<file path="config.mk">
export PLATFORM = sky130hd
export DESIGN_NAME = oms_mgmt_status
export DESIGN_NICKNAME = d
export VERILOG_FILES = /design/src/core/oms_pkg.sv /design/src/core/oms_i2c_target.sv /design/src/core/oms_mgmt_status.sv
export SDC_FILE = /design/constraint.sdc
export NUM_CORES = 1
export LEC_CHECK = 0
export BUFFER_PORTS_ARGS = -buffer_cell sky130_fd_sc_hd__buf_4
export CORE_MARGIN = 3
export CORE_UTILIZATION = 60
export DETAILED_ROUTE_END_ITERATION = 6
export GPL_TIMING_DRIVEN = 0
export PLACE_DENSITY = 0.77
export REMOVE_ABC_BUFFERS = 1
export SKIP_CTS_REPAIR_TIMING = 1
export SYNTH_ARGS = -nofsm -noshare
export SYNTH_HDL_FRONTEND = slang
export SYNTH_SLANG_ARGS = --single-unit
</file>
<file path="constraint.sdc">
create_clock -name core_clk -period 6.4 [get_ports core_clk]
set_input_delay 1.28 -clock core_clk [delete_from_list [all_inputs] [get_ports core_clk]]
set_output_delay 1.28 -clock core_clk [all_outputs]
set_load 0.02 [all_outputs]
</file>
<file path="src/core/oms_pkg.sv">
// Overview of operation
// - fault pin low normally, high on laser fault
// - light only while shutoff input is low
// - presence pin held to ground by module
// - one definition pin clock, one data
// - signal-lost output high when optical input lost
// - identification and live diagnostics readable over bus
// - diagnostics offered calibrated internally and externally
// - fault output raised within 100 us
// - transmitter off within 10 us of shutoff
// - transmitter restored within 1 ms of release
// - initialisation, fault clear included, within 300 ms
package oms_pkg;
   localparam int CLK_FREQ_MHZ = 10;
   localparam int SCL_MAX_KHZ  = 400;
   localparam int T_FAULT_US   = 100;
   localparam int T_OFF_US     = 10;
   localparam int T_ON_MS      = 1;
   localparam int T_INIT_MS    = 300;
   localparam int T_RESET_US   = 10;
   // longest times round down, least time is already whole
   localparam int FAULT_CYC    = T_FAULT_US * CLK_FREQ_MHZ;
   localparam int OFF_CYC      = T_OFF_US * CLK_FREQ_MHZ;
   localparam int ON_CYC       = T_ON_MS * 1000 * CLK_FREQ_MHZ;
   localparam int INIT_CYC     = T_INIT_MS * 1000 * CLK_FREQ_MHZ;
   localparam int RESET_CYC    = T_RESET_US * CLK_FREQ_MHZ;
   localparam int RST_CNT_W    = 8;

   localparam int NUM_MON      = 5;
   localparam int MON_W        = 16;
   localparam int ADDR_W       = 8;
   localparam int DATA_W       = 8;
   localparam int CAL_SHIFT    = 8;
   localparam int ID_LEN       = 16;

   // value is arbitrary
   localparam logic [6:0] TARGET_ADDR = 7'h2A;

   localparam logic [ADDR_W-1:0] CAL_BASE    = 8'h60;
   localparam logic [ADDR_W-1:0] STATUS_ADDR = 8'h6E;
   localparam logic [ADDR_W-1:0] RAW_BASE    = 8'h70;
   localparam logic [ADDR_W-1:0] COEF_BASE   = 8'h80;

   localparam int ST_FAULT_BIT = 0;
   localparam int ST_LOST_BIT  = 1;
   localparam int ST_TXON_BIT  = 2;
   localparam int ST_INIT_BIT  = 3;

   // identification bytes; contents are arbitrary
   localparam logic [0:ID_LEN-1][DATA_W-1:0] ID_ROM = {
      8'h03, 8'h04, 8'h07, 8'h00, 8'h00, 8'h00, 8'h00, 8'h00,
      8'h00, 8'h00, 8'h00, 8'h01, 8'h19, 8'h50, 8'h00, 8'h00};

   // unity slope in 8.8 fixed point, zero offset
   localparam logic [0:NUM_MON-1][MON_W-1:0] CAL_SLOPE = {
      16'h0100, 16'h0100, 16'h0100, 16'h0100, 16'h0100};
   localparam logic [0:NUM_MON-1][MON_W-1:0] CAL_OFFSET = {
      16'h0000, 16'h0000, 16'h0000, 16'h0000, 16'h0000};

   typedef enum logic [2:0] {
      I2C_IDLE = 3'b000,
      I2C_ADDR = 3'b001,
      I2C_AACK = 3'b010,
      I2C_PTR  = 3'b011,
      I2C_PACK = 3'b100,
      I2C_TX   = 3'b101,
      I2C_MACK = 3'b110
   } oms_i2c_state_t;
endpackage : oms_pkg

</file>
<file path="src/core/oms_i2c_target.sv">
`timescale 1ns/1ps
module oms_i2c_target #(
   parameter logic [6:0] TARGET_ADDR = oms_pkg::TARGET_ADDR
) (
   input  wire logic                        core_clk,
   input  wire logic                        rst_b,
   input  wire logic                        sclIn,
   input  wire logic                        sdaIn,
   output logic                             sdaOut,
   output logic                             sdaOe,
   output logic [oms_pkg::ADDR_W-1:0]       rdAddr,
   input  wire logic [oms_pkg::DATA_W-1:0]  rdData
);
   import oms_pkg::*;

   oms_i2c_state_t        state_q;
   logic                  sclQ;
   logic                  sdaQ;
   logic [DATA_W-1:0]     shift_q;
   logic [DATA_W-1:0]     tx_q;
   logic [2:0]            cnt_q;
   logic                  byteDone_q;
   logic                  rw_q;
   logic                  wrSeen_q;
   logic                  mAck_q;
   logic [ADDR_W-1:0]     ptr_q;
   logic                  oe_q;
   logic                  sclRise;
   logic                  sclFall;
   logic                  startCond;
   logic                  stopCond;

   always_ff @(posedge core_clk or negedge rst_b) begin
      if (!rst_b) begin
         sclQ <= 1'b1;
         sdaQ <= 1'b1;
      end else begin
         sclQ <= sclIn;
         sdaQ <= sdaIn;
      end
   end

   assign sclRise   = sclIn && !sclQ;
   assign sclFall   = !sclIn && sclQ;
   assign startCond = sclIn && sclQ && sdaQ && !sdaIn;
   assign stopCond  = sclIn && sclQ && !sdaQ && sdaIn;

   // byte state; open drain so only a low is ever driven
   always_ff @(posedge core_clk or negedge rst_b) begin
      if (!rst_b) begin
         state_q    <= I2C_IDLE;
         shift_q    <= '0;
         tx_q       <= '0;
         cnt_q      <= '0;
         byteDone_q <= 1'b0;
         rw_q       <= 1'b0;
         wrSeen_q   <= 1'b0;
         mAck_q     <= 1'b0;
         ptr_q      <= '0;
         oe_q       <= 1'b0;
      end else if (startCond) begin
         state_q    <= I2C_ADDR;
         cnt_q      <= '0;
         byteDone_q <= 1'b0;
         wrSeen_q   <= 1'b0;
         oe_q       <= 1'b0;
      end else if (stopCond) begin
         state_q <= I2C_IDLE;
         oe_q    <= 1'b0;
      end else begin
         unique case (state_q)
            I2C_IDLE: begin
               oe_q <= 1'b0;
            end
            I2C_ADDR, I2C_PTR: begin
               if (sclRise) begin
                  shift_q    <= {shift_q[DATA_W-2:0], sdaIn};
                  cnt_q      <= cnt_q + 3'h1;
                  byteDone_q <= (cnt_q == 3'h7);
               end else if (sclFall && byteDone_q) begin
                  byteDone_q <= 1'b0;
                  if (state_q == I2C_ADDR) begin
                     if (shift_q[7:1] == TARGET_ADDR) begin
                        oe_q    <= 1'b1;
                        rw_q    <= shift_q[0];
                        state_q <= I2C_AACK;
                     end else begin
                        state_q <= I2C_IDLE;
                     end
                  end else begin
                     // only the first written byte moves the pointer
                     if (!wrSeen_q) begin
                        ptr_q <= shift_q;
                     end
                     wrSeen_q <= 1'b1;
                     oe_q     <= 1'b1;
                     state_q  <= I2C_PACK;
                  end
               end
            end
            I2C_AACK, I2C_PACK: begin
               if (sclFall) begin
                  cnt_q <= '0;
                  if (state_q == I2C_AACK && rw_q) begin
                     tx_q    <= rdData;
                     oe_q    <= !rdData[DATA_W-1];
                     state_q <= I2C_TX;
                  end else begin
                     oe_q    <= 1'b0;
                     state_q <= I2C_PTR;
                  end
               end
            end
            I2C_TX: begin
               if (sclFall) begin
                  if (cnt_q == 3'h7) begin
                     oe_q    <= 1'b0;
                     ptr_q   <= ptr_q + 8'h01;
                     state_q <= I2C_MACK;
                  end else begin
                     cnt_q <= cnt_q + 3'h1;
                     tx_q  <= {tx_q[DATA_W-2:0], 1'b0};
                     oe_q  <= !tx_q[DATA_W-2];
                  end
               end
            end
            I2C_MACK: begin
               if (sclRise) begin
                  mAck_q <= !sdaIn;
               end else if (sclFall) begin
                  cnt_q <= '0;
                  if (mAck_q) begin
                     tx_q    <= rdData;
                     oe_q    <= !rdData[DATA_W-1];
                     state_q <= I2C_TX;
                  end else begin
                     state_q <= I2C_IDLE;
                  end
               end
            end
            default: begin
               state_q <= I2C_IDLE;
               oe_q    <= 1'b0;
            end
         endcase
      end
   end

   assign sdaOut = 1'b0;
   assign sdaOe  = oe_q;
   assign rdAddr = ptr_q;

   addr_ack_a: assert property (@(posedge core_clk) disable iff (!rst_b)
      state_q == I2C_ADDR && byteDone_q && sclFall
      && shift_q[7:1] == TARGET_ADDR |=> sdaOe && state_q == I2C_AACK)
      else $error("own address not acknowledged");
   sda_timing_a: assert property (@(posedge core_clk) disable iff (!rst_b)
      $changed(sdaOe) |-> $past(sclFall || startCond || stopCond))
      else $error("data line changed while clock high");
endmodule : oms_i2c_target

</file>
<file path="src/core/oms_mgmt_status.sv">
`timescale 1ns/1ps
module oms_mgmt_status #(
   parameter int         INIT_CYCLES = oms_pkg::INIT_CYC,
   parameter logic [6:0] TARGET_ADDR = oms_pkg::TARGET_ADDR
) (
   input  wire logic                       core_clk,
   input  wire logic                       rst_b,
   input  wire logic                       txShutoff,
   input  wire logic                       laserFaultDet,
   input  wire logic                       rxSignalOk,
   input  wire logic [oms_pkg::MON_W-1:0]  tempRaw,
   input  wire logic [oms_pkg::MON_W-1:0]  vccRaw,
   input  wire logic [oms_pkg::MON_W-1:0]  biasRaw,
   input  wire logic [oms_pkg::MON_W-1:0]  txPwrRaw,
   input  wire logic [oms_pkg::MON_W-1:0]  rxPwrRaw,
   input  wire logic                       sclIn,
   input  wire logic                       sdaIn,
   output logic                            sdaOut,
   output logic                            sdaOe,
   output logic                            laserEnable,
   output logic                            txFaultOut,
   output logic                            txFaultOe,
   output logic                            signalLostFlagOut,
   output logic                            signalLostFlagOe,
   output logic                            presenceOut,
   output logic                            presenceOe,
   output logic                            initDone
);
   import oms_pkg::*;

   logic [31:0]                 initCnt_q;
   logic                        initDone_q;
   logic                        fault_q;
   logic [RST_CNT_W-1:0]        holdCnt_q;
   logic                        laserOn_q;
   logic                        signalLostFlag_q;
   logic [MON_W-1:0]            monRaw [NUM_MON];
   logic [MON_W-1:0]            raw_q  [NUM_MON];
   logic [MON_W-1:0]            cal_q  [NUM_MON];
   logic [ADDR_W-1:0]           rdAddr;
   logic [DATA_W-1:0]           rdData;
   logic [DATA_W-1:0]           statusByte;

   assign monRaw[0] = tempRaw;
   assign monRaw[1] = vccRaw;
   assign monRaw[2] = biasRaw;
   assign monRaw[3] = txPwrRaw;
   assign monRaw[4] = rxPwrRaw;

   // power-up interval: laser dark and fault cleared until it ends
   always_ff @(posedge core_clk or negedge rst_b) begin
      if (!rst_b) begin
         initCnt_q  <= '0;
         initDone_q <= 1'b0;
      end else if (!initDone_q) begin
         initCnt_q  <= initCnt_q + 32'h1;
         initDone_q <= (initCnt_q == 32'(INIT_CYCLES - 1));
      end
   end

   // shutoff held high for the reset time rearms a latched fault
   always_ff @(posedge core_clk or negedge rst_b) begin
      if (!rst_b) begin
         holdCnt_q <= '0;
      end else if (!txShutoff) begin
         holdCnt_q <= '0;
      end else if (holdCnt_q != RST_CNT_W'(RESET_CYC)) begin
         holdCnt_q <= holdCnt_q + {{(RST_CNT_W-1){1'b0}}, 1'b1};
      end
   end

   // fault is sticky; a live fault wins over the shutoff clear, but the power-up interval clears it regardless
   always_ff @(posedge core_clk or negedge rst_b) begin
      if (!rst_b) begin
         fault_q <= 1'b0;
      end else if (!initDone_q) begin
         fault_q <= 1'b0;
      end else if (laserFaultDet) begin
         fault_q <= 1'b1;
      end else if (holdCnt_q == RST_CNT_W'(RESET_CYC)) begin
         fault_q <= 1'b0;
      end
   end

   // one cycle reaction is far inside both the off and on limits
   always_ff @(posedge core_clk or negedge rst_b) begin
      if (!rst_b) begin
         laserOn_q <= 1'b0;
      end else begin
         laserOn_q <= initDone_q && !txShutoff && !fault_q;
      end
   end

   always_ff @(posedge core_clk or negedge rst_b) begin
      if (!rst_b) begin
         signalLostFlag_q <= 1'b1;
      end else begin
         signalLostFlag_q <= !rxSignalOk;
      end
   end

   // snapshot raw samples and apply internal slope and offset
   for (genvar i = 0; i < NUM_MON; i++) begin : g_mon
      logic [2*MON_W-1:0] prod;
      assign prod = raw_q[i] * CAL_SLOPE[i];
      always_ff @(posedge core_clk or negedge rst_b) begin
         if (!rst_b) begin
            raw_q[i] <= '0;
            cal_q[i] <= '0;
         end else begin
            raw_q[i] <= monRaw[i];
            cal_q[i] <= prod[CAL_SHIFT +: MON_W] + CAL_OFFSET[i];
         end
      end
   end

   always_comb begin
      statusByte               = '0;
      statusByte[ST_FAULT_BIT] = fault_q;
      statusByte[ST_LOST_BIT]  = signalLostFlag_q;
      statusByte[ST_TXON_BIT]  = laserOn_q;
      statusByte[ST_INIT_BIT]  = initDone_q;
   end

   // read map: id bytes, calibrated, raw plus coefficients, status
   always_comb begin
      rdData = '0;
      if (rdAddr < ADDR_W'(ID_LEN)) begin
         rdData = ID_ROM[rdAddr[3:0]];
      end else if (rdAddr == STATUS_ADDR) begin
         rdData = statusByte;
      end
      for (int i = 0; i < NUM_MON; i++) begin
         if (rdAddr == CAL_BASE + ADDR_W'(2 * i)) begin
            rdData = cal_q[i][15:8];
         end
         if (rdAddr == CAL_BASE + ADDR_W'(2 * i + 1)) begin
            rdData = cal_q[i][7:0];
         end
         if (rdAddr == RAW_BASE + ADDR_W'(2 * i)) begin
            rdData = raw_q[i][15:8];
         end
         if (rdAddr == RAW_BASE + ADDR_W'(2 * i + 1)) begin
            rdData = raw_q[i][7:0];
         end
         if (rdAddr == COEF_BASE + ADDR_W'(4 * i)) begin
            rdData = CAL_SLOPE[i][15:8];
         end
         if (rdAddr == COEF_BASE + ADDR_W'(4 * i + 1)) begin
            rdData = CAL_SLOPE[i][7:0];
         end
         if (rdAddr == COEF_BASE + ADDR_W'(4 * i + 2)) begin
            rdData = CAL_OFFSET[i][15:8];
         end
         if (rdAddr == COEF_BASE + ADDR_W'(4 * i + 3)) begin
            rdData = CAL_OFFSET[i][7:0];
         end
      end
   end

   // host must keep the serial clock under its limit; not checked here
   oms_i2c_target #(
      .TARGET_ADDR (TARGET_ADDR)
   ) u_target (
      .core_clk (core_clk),
      .rst_b    (rst_b),
      .sclIn    (sclIn),
      .sdaIn    (sdaIn),
      .sdaOut   (sdaOut),
      .sdaOe    (sdaOe),
      .rdAddr   (rdAddr),
      .rdData   (rdData)
   );

   assign laserEnable       = laserOn_q;
   // open collector pins: pulling low means logic 0 at the host
   assign txFaultOut        = 1'b0;
   assign txFaultOe         = !fault_q;
   assign signalLostFlagOut = 1'b0;
   assign signalLostFlagOe  = !signalLostFlag_q;
   assign presenceOut       = 1'b0;
   assign presenceOe        = 1'b1;
   assign initDone          = initDone_q;

   fault_pin_a: assert property (@(posedge core_clk) disable iff (!rst_b)
      txFaultOe == !fault_q
      && (!fault_q || $past(fault_q || laserFaultDet)))
      else $error("fault pin does not follow fault state");
   light_gate_a: assert property (@(posedge core_clk) disable iff (!rst_b)
      laserEnable |-> $past(!txShutoff && initDone_q))
      else $error("light emitted without shutoff low");
   presence_pin_a: assert property (@(posedge core_clk) disable iff (!rst_b)
      presenceOe && !presenceOut)
      else $error("presence pin not grounded");
   lost_flag_a: assert property (@(posedge core_clk) disable iff (!rst_b)
      !rxSignalOk ##1 1'b1 |-> signalLostFlagOut == 1'b0 && !signalLostFlagOe)
      else $error("signal lost not reported");
   diag_read_a: assert property (@(posedge core_clk) disable iff (!rst_b)
      rdAddr == RAW_BASE |=> $past(rdData) == $past(raw_q[0][15:8])
      && raw_q[0] == $past(tempRaw))
      else $error("raw temperature not readable");
   int_cal_a: assert property (@(posedge core_clk) disable iff (!rst_b)
      ##1 cal_q[1] == MON_W'((32'($past(raw_q[1])) * 32'(CAL_SLOPE[1]))
      >> CAL_SHIFT) + CAL_OFFSET[1])
      else $error("internal calibration wrong");
   fault_time_a: assert property (@(posedge core_clk) disable iff (!rst_b)
      laserFaultDet && initDone_q |-> ##[1:2] !txFaultOe)
      else $error("fault not raised in time");
   off_time_a: assert property (@(posedge core_clk) disable iff (!rst_b)
      $rose(txShutoff) |=> !laserEnable [*2])
      else $error("transmitter not off after shutoff");
   on_time_a: assert property (@(posedge core_clk) disable iff (!rst_b)
      !txShutoff && initDone_q && !fault_q && !laserFaultDet |=> laserEnable)
      else $error("transmitter not restored");
   init_time_a: assert property (@(posedge core_clk) disable iff (!rst_b)
      !initDone_q |-> initCnt_q < 32'(INIT_CYCLES) && !fault_q && !laserEnable)
      else $error("initialisation overran or not dark");
endmodule : oms_mgmt_status

</file>
==> impl_metrics.py, run 1 <==
metrics = {
    "status": {
        "status": "completed",
    },
    "critical_path": {
        "max_stage_delay_ps": 980,
        "path_buf_inv": 0,
        "timing.rr.start": "u_target.rdAddr[4]$_DFFE_PN0P_",
        "crit_chain": "and4b_1, nand3_1, o221ai_1, o21ai_0, o211a_1, o41ai_1, nand3_1",
        "cp_common_cell": "nand3_1",
        "startpoint": "u_target.rdAddr[4]$_DFFE_PN0P_",
        "arrival_ps": 4490,
        "critPathTopFamily": "simple AND/OR/NAND/NOR gates",
        "worstPathMaxFanout": 26,
        "crit_slowest_cell": "dfrtp_1",
        "start_kind": "flop",
        "critical_path_class": "flop to flop",
        "crit_required_ps": 6780,
        "end_kind": "flop",
    },
    "final_layout": {
        "synthToLayoutAreaGrowth_pct": 15.8,
        "drive_above_1_share": 0.149,
        "antennaDiodeCount": 0,
        "final_cells": 1298,
        "final_nets": 1156,
    },
    "power_and_ir_drop": {
        "p_per_area_nw_per_um2": 346,
        "p_leak_nw": 5.32,
        "ir_worst_vdd_v": 0.000281,
    },
    "route": {
        "drt_wl_total_um": 26800,
        "detail-route-antenna-nets": 0,
        "dr.pass1.iters": 5,
        "remaining_drc_errors": 0,
        "via_per_inst": 6.38,
        "routedWlPerCell_um": 20.7,
        "drt_iter0_drc": 929,
        "vias": 8279,
    },
    "global_routing": {
        "use_met1": 0.406,
        "use_met3": 0.0708,
        "grt_usage": 0.275,
        "grt_start_max_net_pins": 106,
        "grt-ovfl-total": 0,
        "global_route.usage.met2": 0.411,
        "first_global_vias": 7888,
        "busiest_layer": "met2",
        "grt_pass1_wl_um": 42800,
        "antenna_found_initial": 0,
    },
    "yosys": {
        "synth_area_um2": 10500,
        "ys_warn_count": 0,
        "synthArstFlopShare": 1.00,
        "postSynthAreaPerCell_um2": 10.5,
        "synth-edff-count": 0,
        "synth.top_cells.by_area": "dfrtp_1 (57%), nand2_1 (3.0%), a21oi_1 (3.0%)",
        "yosysTopAreaCell": "dfrtp_1",
        "yosysUniqueCellTypes": 74,
        "yosysSeqAreaShare": 0.574,
        "synth.top_cell.area_share": 0.566,
        "ys_ff_latch": 240,
        "syn-instance-count": 994,
        "synth_ff_type": "dfrtp_1",
    },
    "die": {
        "die_w_um": 138,
        "start_util": 0.623,
        "pin_count": 97,
        "die_area_um2": 19100,
        "rows": 47,
        "core_um2": 16800,
        "die_y_um": 138,
    },
    "clocking": {
        "clk_latency_ps": 530,
        "h-tree-depth": 1,
        "cts_tree": "done",
        "cts_root_buf": "clkbuf_16",
        "numCtsBuffers": 25,
        "clock_sinks": 240,
        "cts.clk_slew.worst_paths_ps": 60,
        "cts_max_path_buffers": 3,
    },
    "placed_design": {
        "place_ws_ps": 2480,
        "numPortBuffers": 91,
        "hpwl_um": 18000,
        "gp_congestion": 0.948,
        "dp_cells": 1253,
    },
    "sta": {
        "drv_slew": 0,
        "setup_viol": 0,
        "finalCritPeriodShare": 0.642,
        "setup_slack_ps": 2290,
        "fmax_ghz": 0.243,
        "worstMarginPinSlew_ps": 1350,
        "finalHoldViolCount": 0,
        "tns_ps": 0,
        "rsz0062_at_grt": "false",
        "fin_worst_skew_ps": 10.7,
        "post-route-min-period_ps": 4110,
        "slew_headroom": 0.0981,
    },
    "min_path": {
        "hold_class": "flop to flop",
        "holdCritStartpoint": "raw_q[3]$_DFF_PN0_",
    },
    "job": {
        "drv_cap": 0,
    },
}
==> routing by layer <==
metal / wire (um) / share of wire
met4: 794 / 0.030
met1: 11300 / 0.42
met3: 2710 / 0.10
met2: 12000 / 0.45
met5: 0 / 0
==> path summary, 6_finish.rpt <==
kind | endpoint | slack (ps) | cells past startpoint
max in group asynchronous | raw_q[29]$_DFF_PN0_ | 4490 | 3
min in group asynchronous | cal_q[65]$_DFF_PN0_ | 680 | 1
hold / removal | cal_q[3]$_DFF_PN0_ | 370 | 0
hold reg to reg | cal_q[3]$_DFF_PN0_ | 370 | 0
setup / recovery | u_target.tx_q[5]$_DFFE_PN0P_ | 2290 | 7
setup reg to reg | u_target.tx_q[5]$_DFFE_PN0P_ | 2290 | 7
==> flip-flops by register name (all words and copies together), names as in the netlist, 3 cells and up <==
| name | count |
|---|---|
| raw_q | 80 |
| holdCnt_q | 8 |
| u_target.state_q | 3 |
| u_target.cnt_q | 3 |
| cal_q | 80 |
| u_target.tx_q | 7 |
| u_target.rdAddr | 8 |
| initCnt_q | 32 |
| u_target.shift_q | 8 |
==> synth_stat cells (all sizes together) (6+ instances only) <==
master,count
dfrtp,237
nand2,85
nor2,74
a21oi,63
o21ai,62
nand3,48
clkbuf,36
and3,24
xnor2,24
buf,21
inv,21
nor2b,18
nor3,17
o22ai,17
nand4,16
a22oi,15
xor2,13
a211oi,11
mux2,11
o211ai,11
nand2b,10
nor4,10
a31oi,9
ha,9
a221oi,8
nand3b,8
and2,7
o31ai,6
or3,6
==> metrics by stage <==
| step | hold WS (ps) | area [um2] | power [mW] | utilization |
|---|---|---|---|---|
| after global placement | 360 | 11200 | 2.64 | 0.665 |
| final | 372 | 12100 | 4.20 | 0.721 |
| after CTS | 373 | 12100 | 4.20 | 0.721 |
| after global routing | 380 | 12100 | 4.39 | 0.721 |
| after floorplan | 346 | 10200 | 2.34 | - |
| after detailed placement | 360 | 11200 | 2.66 | 0.669 |
==> cells by family (layout without fill, tap and decap cells) <==
logic type,count (synthesis),after routing,synth area share
AND/OR/NAND/NOR,354,354,0.176
AO/OA/AOI/OAI,258,258,0.160
flip-flops,240,240,0.574
buffers and inverters,79,160,0.0328
XOR/XNOR,37,37,0.0309
multiplexers,15,15,0.0156
adder cells (fa/ha/maj),9,9,0.0107
other,2,5,0.000717
==> layout by cell type (no fill, tap or decap), types with 6 or more instances in the layout <==
| master | n |
|---|---|
| a211oi_1 | 11 |
| a21oi_1 | 63 |
| a221oi_1 | 8 |
| a22oi_1 | 15 |
| a31oi_1 | 9 |
| and2_1 | 7 |
| and3_1 | 23 |
| buf_4 | 90 |
| clkbuf_16 | 25 |
| dfrtp_1 | 237 |
| ha_1 | 7 |
| inv_1 | 21 |
| mux2_2 | 11 |
| nand2_1 | 85 |
| nand2b_1 | 10 |
| nand3_1 | 48 |
| nand3b_1 | 8 |
| nand4_1 | 16 |
| nor2_1 | 73 |
| nor2b_1 | 18 |
| nor3_1 | 17 |
| nor4_1 | 9 |
| o211ai_1 | 11 |
| o21ai_0 | 60 |
| o22ai_1 | 17 |
| o31ai_1 | 6 |
| or3_1 | 6 |
| xnor2_1 | 24 |
| xor2_1 | 13 |
==> power breakdown <==
group	total (mW)	internal [mW]	leakage (nW)	switching, mW
Combinational	0.859	0.320	1.97	0.539
Sequential	1.81	1.64	2.93	0.177
Clock	1.53	0.923	0.419	0.607
==> layout make-up <==
type | instances | area [um2]
clock inverters | 12 | 186
well taps | 220 | 275
repair buffers | 93 | 746
inverters | 22 | 82.6
clock buffers | 33 | 686
multi-input cells | 678 | 4150
fillers | 1233 | 4690
flip-flops and latches | 240 | 6010
No activity file was read; power rests on OpenSTA's default activity.
==> run 2: changes to the inputs <==
Settings changed: CORE_UTILIZATION 60 to 59, PLACE_DENSITY 0.77 to 0.76.
Clock period 6.4 ns to 4.1 ns, I/O delays scaled along.
==> run 2 against run 1 <==
Compared with the run above:
- cell area is the same
- clock skew shrank 3.2 ps
- total power is 55% higher
- worst hold slack worse by 150 ps
- non-clock buffer count rose by 1
- sequential power grew 56%
- maximum frequency up 6.0%
- worst setup slack worse by 2100 ps
- routed wire length decreased by 0.91%
- clock-buffer cell count decreased by 1
- core utilization decreased by 2.2 points
- combinational power increased by 56%
- critical endpoint is now u_target.tx_q[4]$_DFFE_PN0P_
==> impl_metrics.py, run 2 (synthesis results as in run 1) <==
metrics = {
    "final_layout": {
        "final_cell_mix": "dfrtp_1 (237), buf_4 (91), nand2_1 (85), nor2_1 (73), a21oi_1 (63)",
        "final_nets": 1157,
        "antennaDiodeCount": 0,
        "synthToLayoutAreaGrowth_pct": 15.8,
        "design_area_um2": 12100,
        "final_common_cell": "dfrtp_1",
        "drive_above_1_share": 0.151,
        "final_cells": 1301,
        "fin_util": 0.699,
        "reg_top3": "cal_q x80, raw_q x80, initCnt_q x32",
    },
    "clocking": {
        "h-tree-depth": 1,
        "cts_max_path_buffers": 3,
        "clock_sinks": 240,
        "numCtsBuffers": 25,
        "cts_root_buf": "clkbuf_16",
        "cts.clk_slew.worst_paths_ps": 60,
        "cts_tree": "done",
        "clk_latency_ps": 520,
    },
    "sta": {
        "fin_worst_skew_ps": 7.50,
        "post-route-min-period_ps": 3870,
        "worstMarginPinSlew_ps": 1340,
        "finalCritPeriodShare": 0.945,
        "slew_headroom": 0.106,
        "finalHoldViolCount": 0,
        "rsz0062_at_grt": "false",
        "drv_slew": 0,
        "setup_viol": 0,
        "fmax_ghz": 0.258,
    },
    "power_and_ir_drop": {
        "power.total_mw": 6.52,
        "p_per_area_nw_per_um2": 538,
        "ir_worst_vdd_v": 0.000439,
        "p_leak_nw": 5.33,
    },
    "die": {
        "start_util": 0.604,
        "core_um2": 17400,
        "die_area_um2": 19400,
        "pin_count": 97,
        "rows": 48,
        "die_y_um": 139,
        "die_w_um": 139,
    },
    "route": {
        "detail-route-antenna-nets": 0,
        "top_layer_used": "met4",
        "routedLengthMet1_um": 11300,
        "drt_iter0_drc": 925,
        "dr.pass1.iters": 6,
        "remaining_drc_errors": 0,
        "drt_wl_total_um": 26600,
        "via_per_inst": 6.33,
        "routedWlPerCell_um": 20.4,
        "wl_met2_um": 12000,
        "met3_length_um": 2500,
        "vias": 8231,
    },
    "global_routing": {
        "grt_start_max_net_pins": 105,
        "antenna_found_initial": 0,
        "grt-ovfl-total": 0,
        "grt_usage": 0.272,
        "grt_pass1_wl_um": 43000,
        "first_global_vias": 7929,
    },
    "critical_path": {
        "crit_chain": "and4bb_2, and3_1, nor2_1, a221o_1, or4_1, nor3_1, o31ai_1",
        "critPathTopFamily": "simple AND/OR/NAND/NOR gates",
        "arrival_ps": 4270,
        "worstPathMaxFanout": 26,
        "critical_path_class": "flop to flop",
        "end_kind": "flop",
        "crit_required_ps": 4500,
        "start_kind": "flop",
        "path_buf_inv": 0,
        "crit_slowest_cell": "and4bb_2",
        "max_stage_delay_ps": 880,
    },
    "job": {
        "drv_cap": 0,
    },
    "placed_design": {
        "dp_cells": 1258,
        "numPortBuffers": 91,
        "gp_congestion": 0.939,
        "placed_cell_area_um2": 11300,
        "hpwl_um": 17900,
    },
    "status": {
        "status": "completed",
    },
    "min_path": {
        "hold_class": "input pin to async pin",
    },
}
## run 2: cell types whose count changed in the layout (fill, tap and decap cells not counted), sizes merged
cell,change
clkinv,+2
clkbuf,-1
inv,-1
clkinvlp,-3
buf,+1
## run 2: final timing paths
path,cells after the start,to,startpoint,slack (ps)
hold reg to reg,0,cal_q[68]$_DFF_PN0_,raw_q[68]$_DFF_PN0_,380
hold / removal,1,raw_q[67]$_DFF_PN0_,rst_b,220
setup reg to reg,7,u_target.tx_q[4]$_DFFE_PN0P_,u_target.rdAddr[4]$_DFFE_PN0P_,230
setup / recovery,7,u_target.tx_q[4]$_DFFE_PN0P_,u_target.rdAddr[4]$_DFFE_PN0P_,230
min in group core_clk,0,cal_q[68]$_DFF_PN0_,raw_q[68]$_DFF_PN0_,380
max in group asynchronous,3,initCnt_q[18]$_DFFE_PN0N_,rst_b,2640
## run 2: cell type report
class | count | area [um2]
Fill cell | 1328 | 5220
Tap cell | 225 | 282
Sequential cell | 240 | 6010
Multi-Input combinational cell | 678 | 4150
Timing Repair Buffer | 94 | 753
Inverter | 22 | 82.6
Clock inverter | 10 | 161
Clock buffer | 32 | 692
## run 2: through the flow
step                hold WS [ps]  worst slack, ps  setup TNS [ps]
global route                 249             31.8               0
finish                       220              226               0
global placement             363            -44.8           -44.8
floorplan                    346             1100               0
detailed placement           364              106               0
CTS                          229             65.2               0
## run 2: where the power goes
group | switching (mW) | internal (mW) | total [mW]
registers | 0.276 | 2.56 | 2.83
clock network | 0.919 | 1.44 | 2.36
logic | 0.836 | 0.500 | 1.34
total | 2.03 | 4.49 | 6.52
## run 2: routing by layer
metal,track usage,vias to the layer above
met5,0,-
met4,0.0680,0
met3,0.0629,70
met2,0.406,409
met1,0.411,4014
li1,-,3738
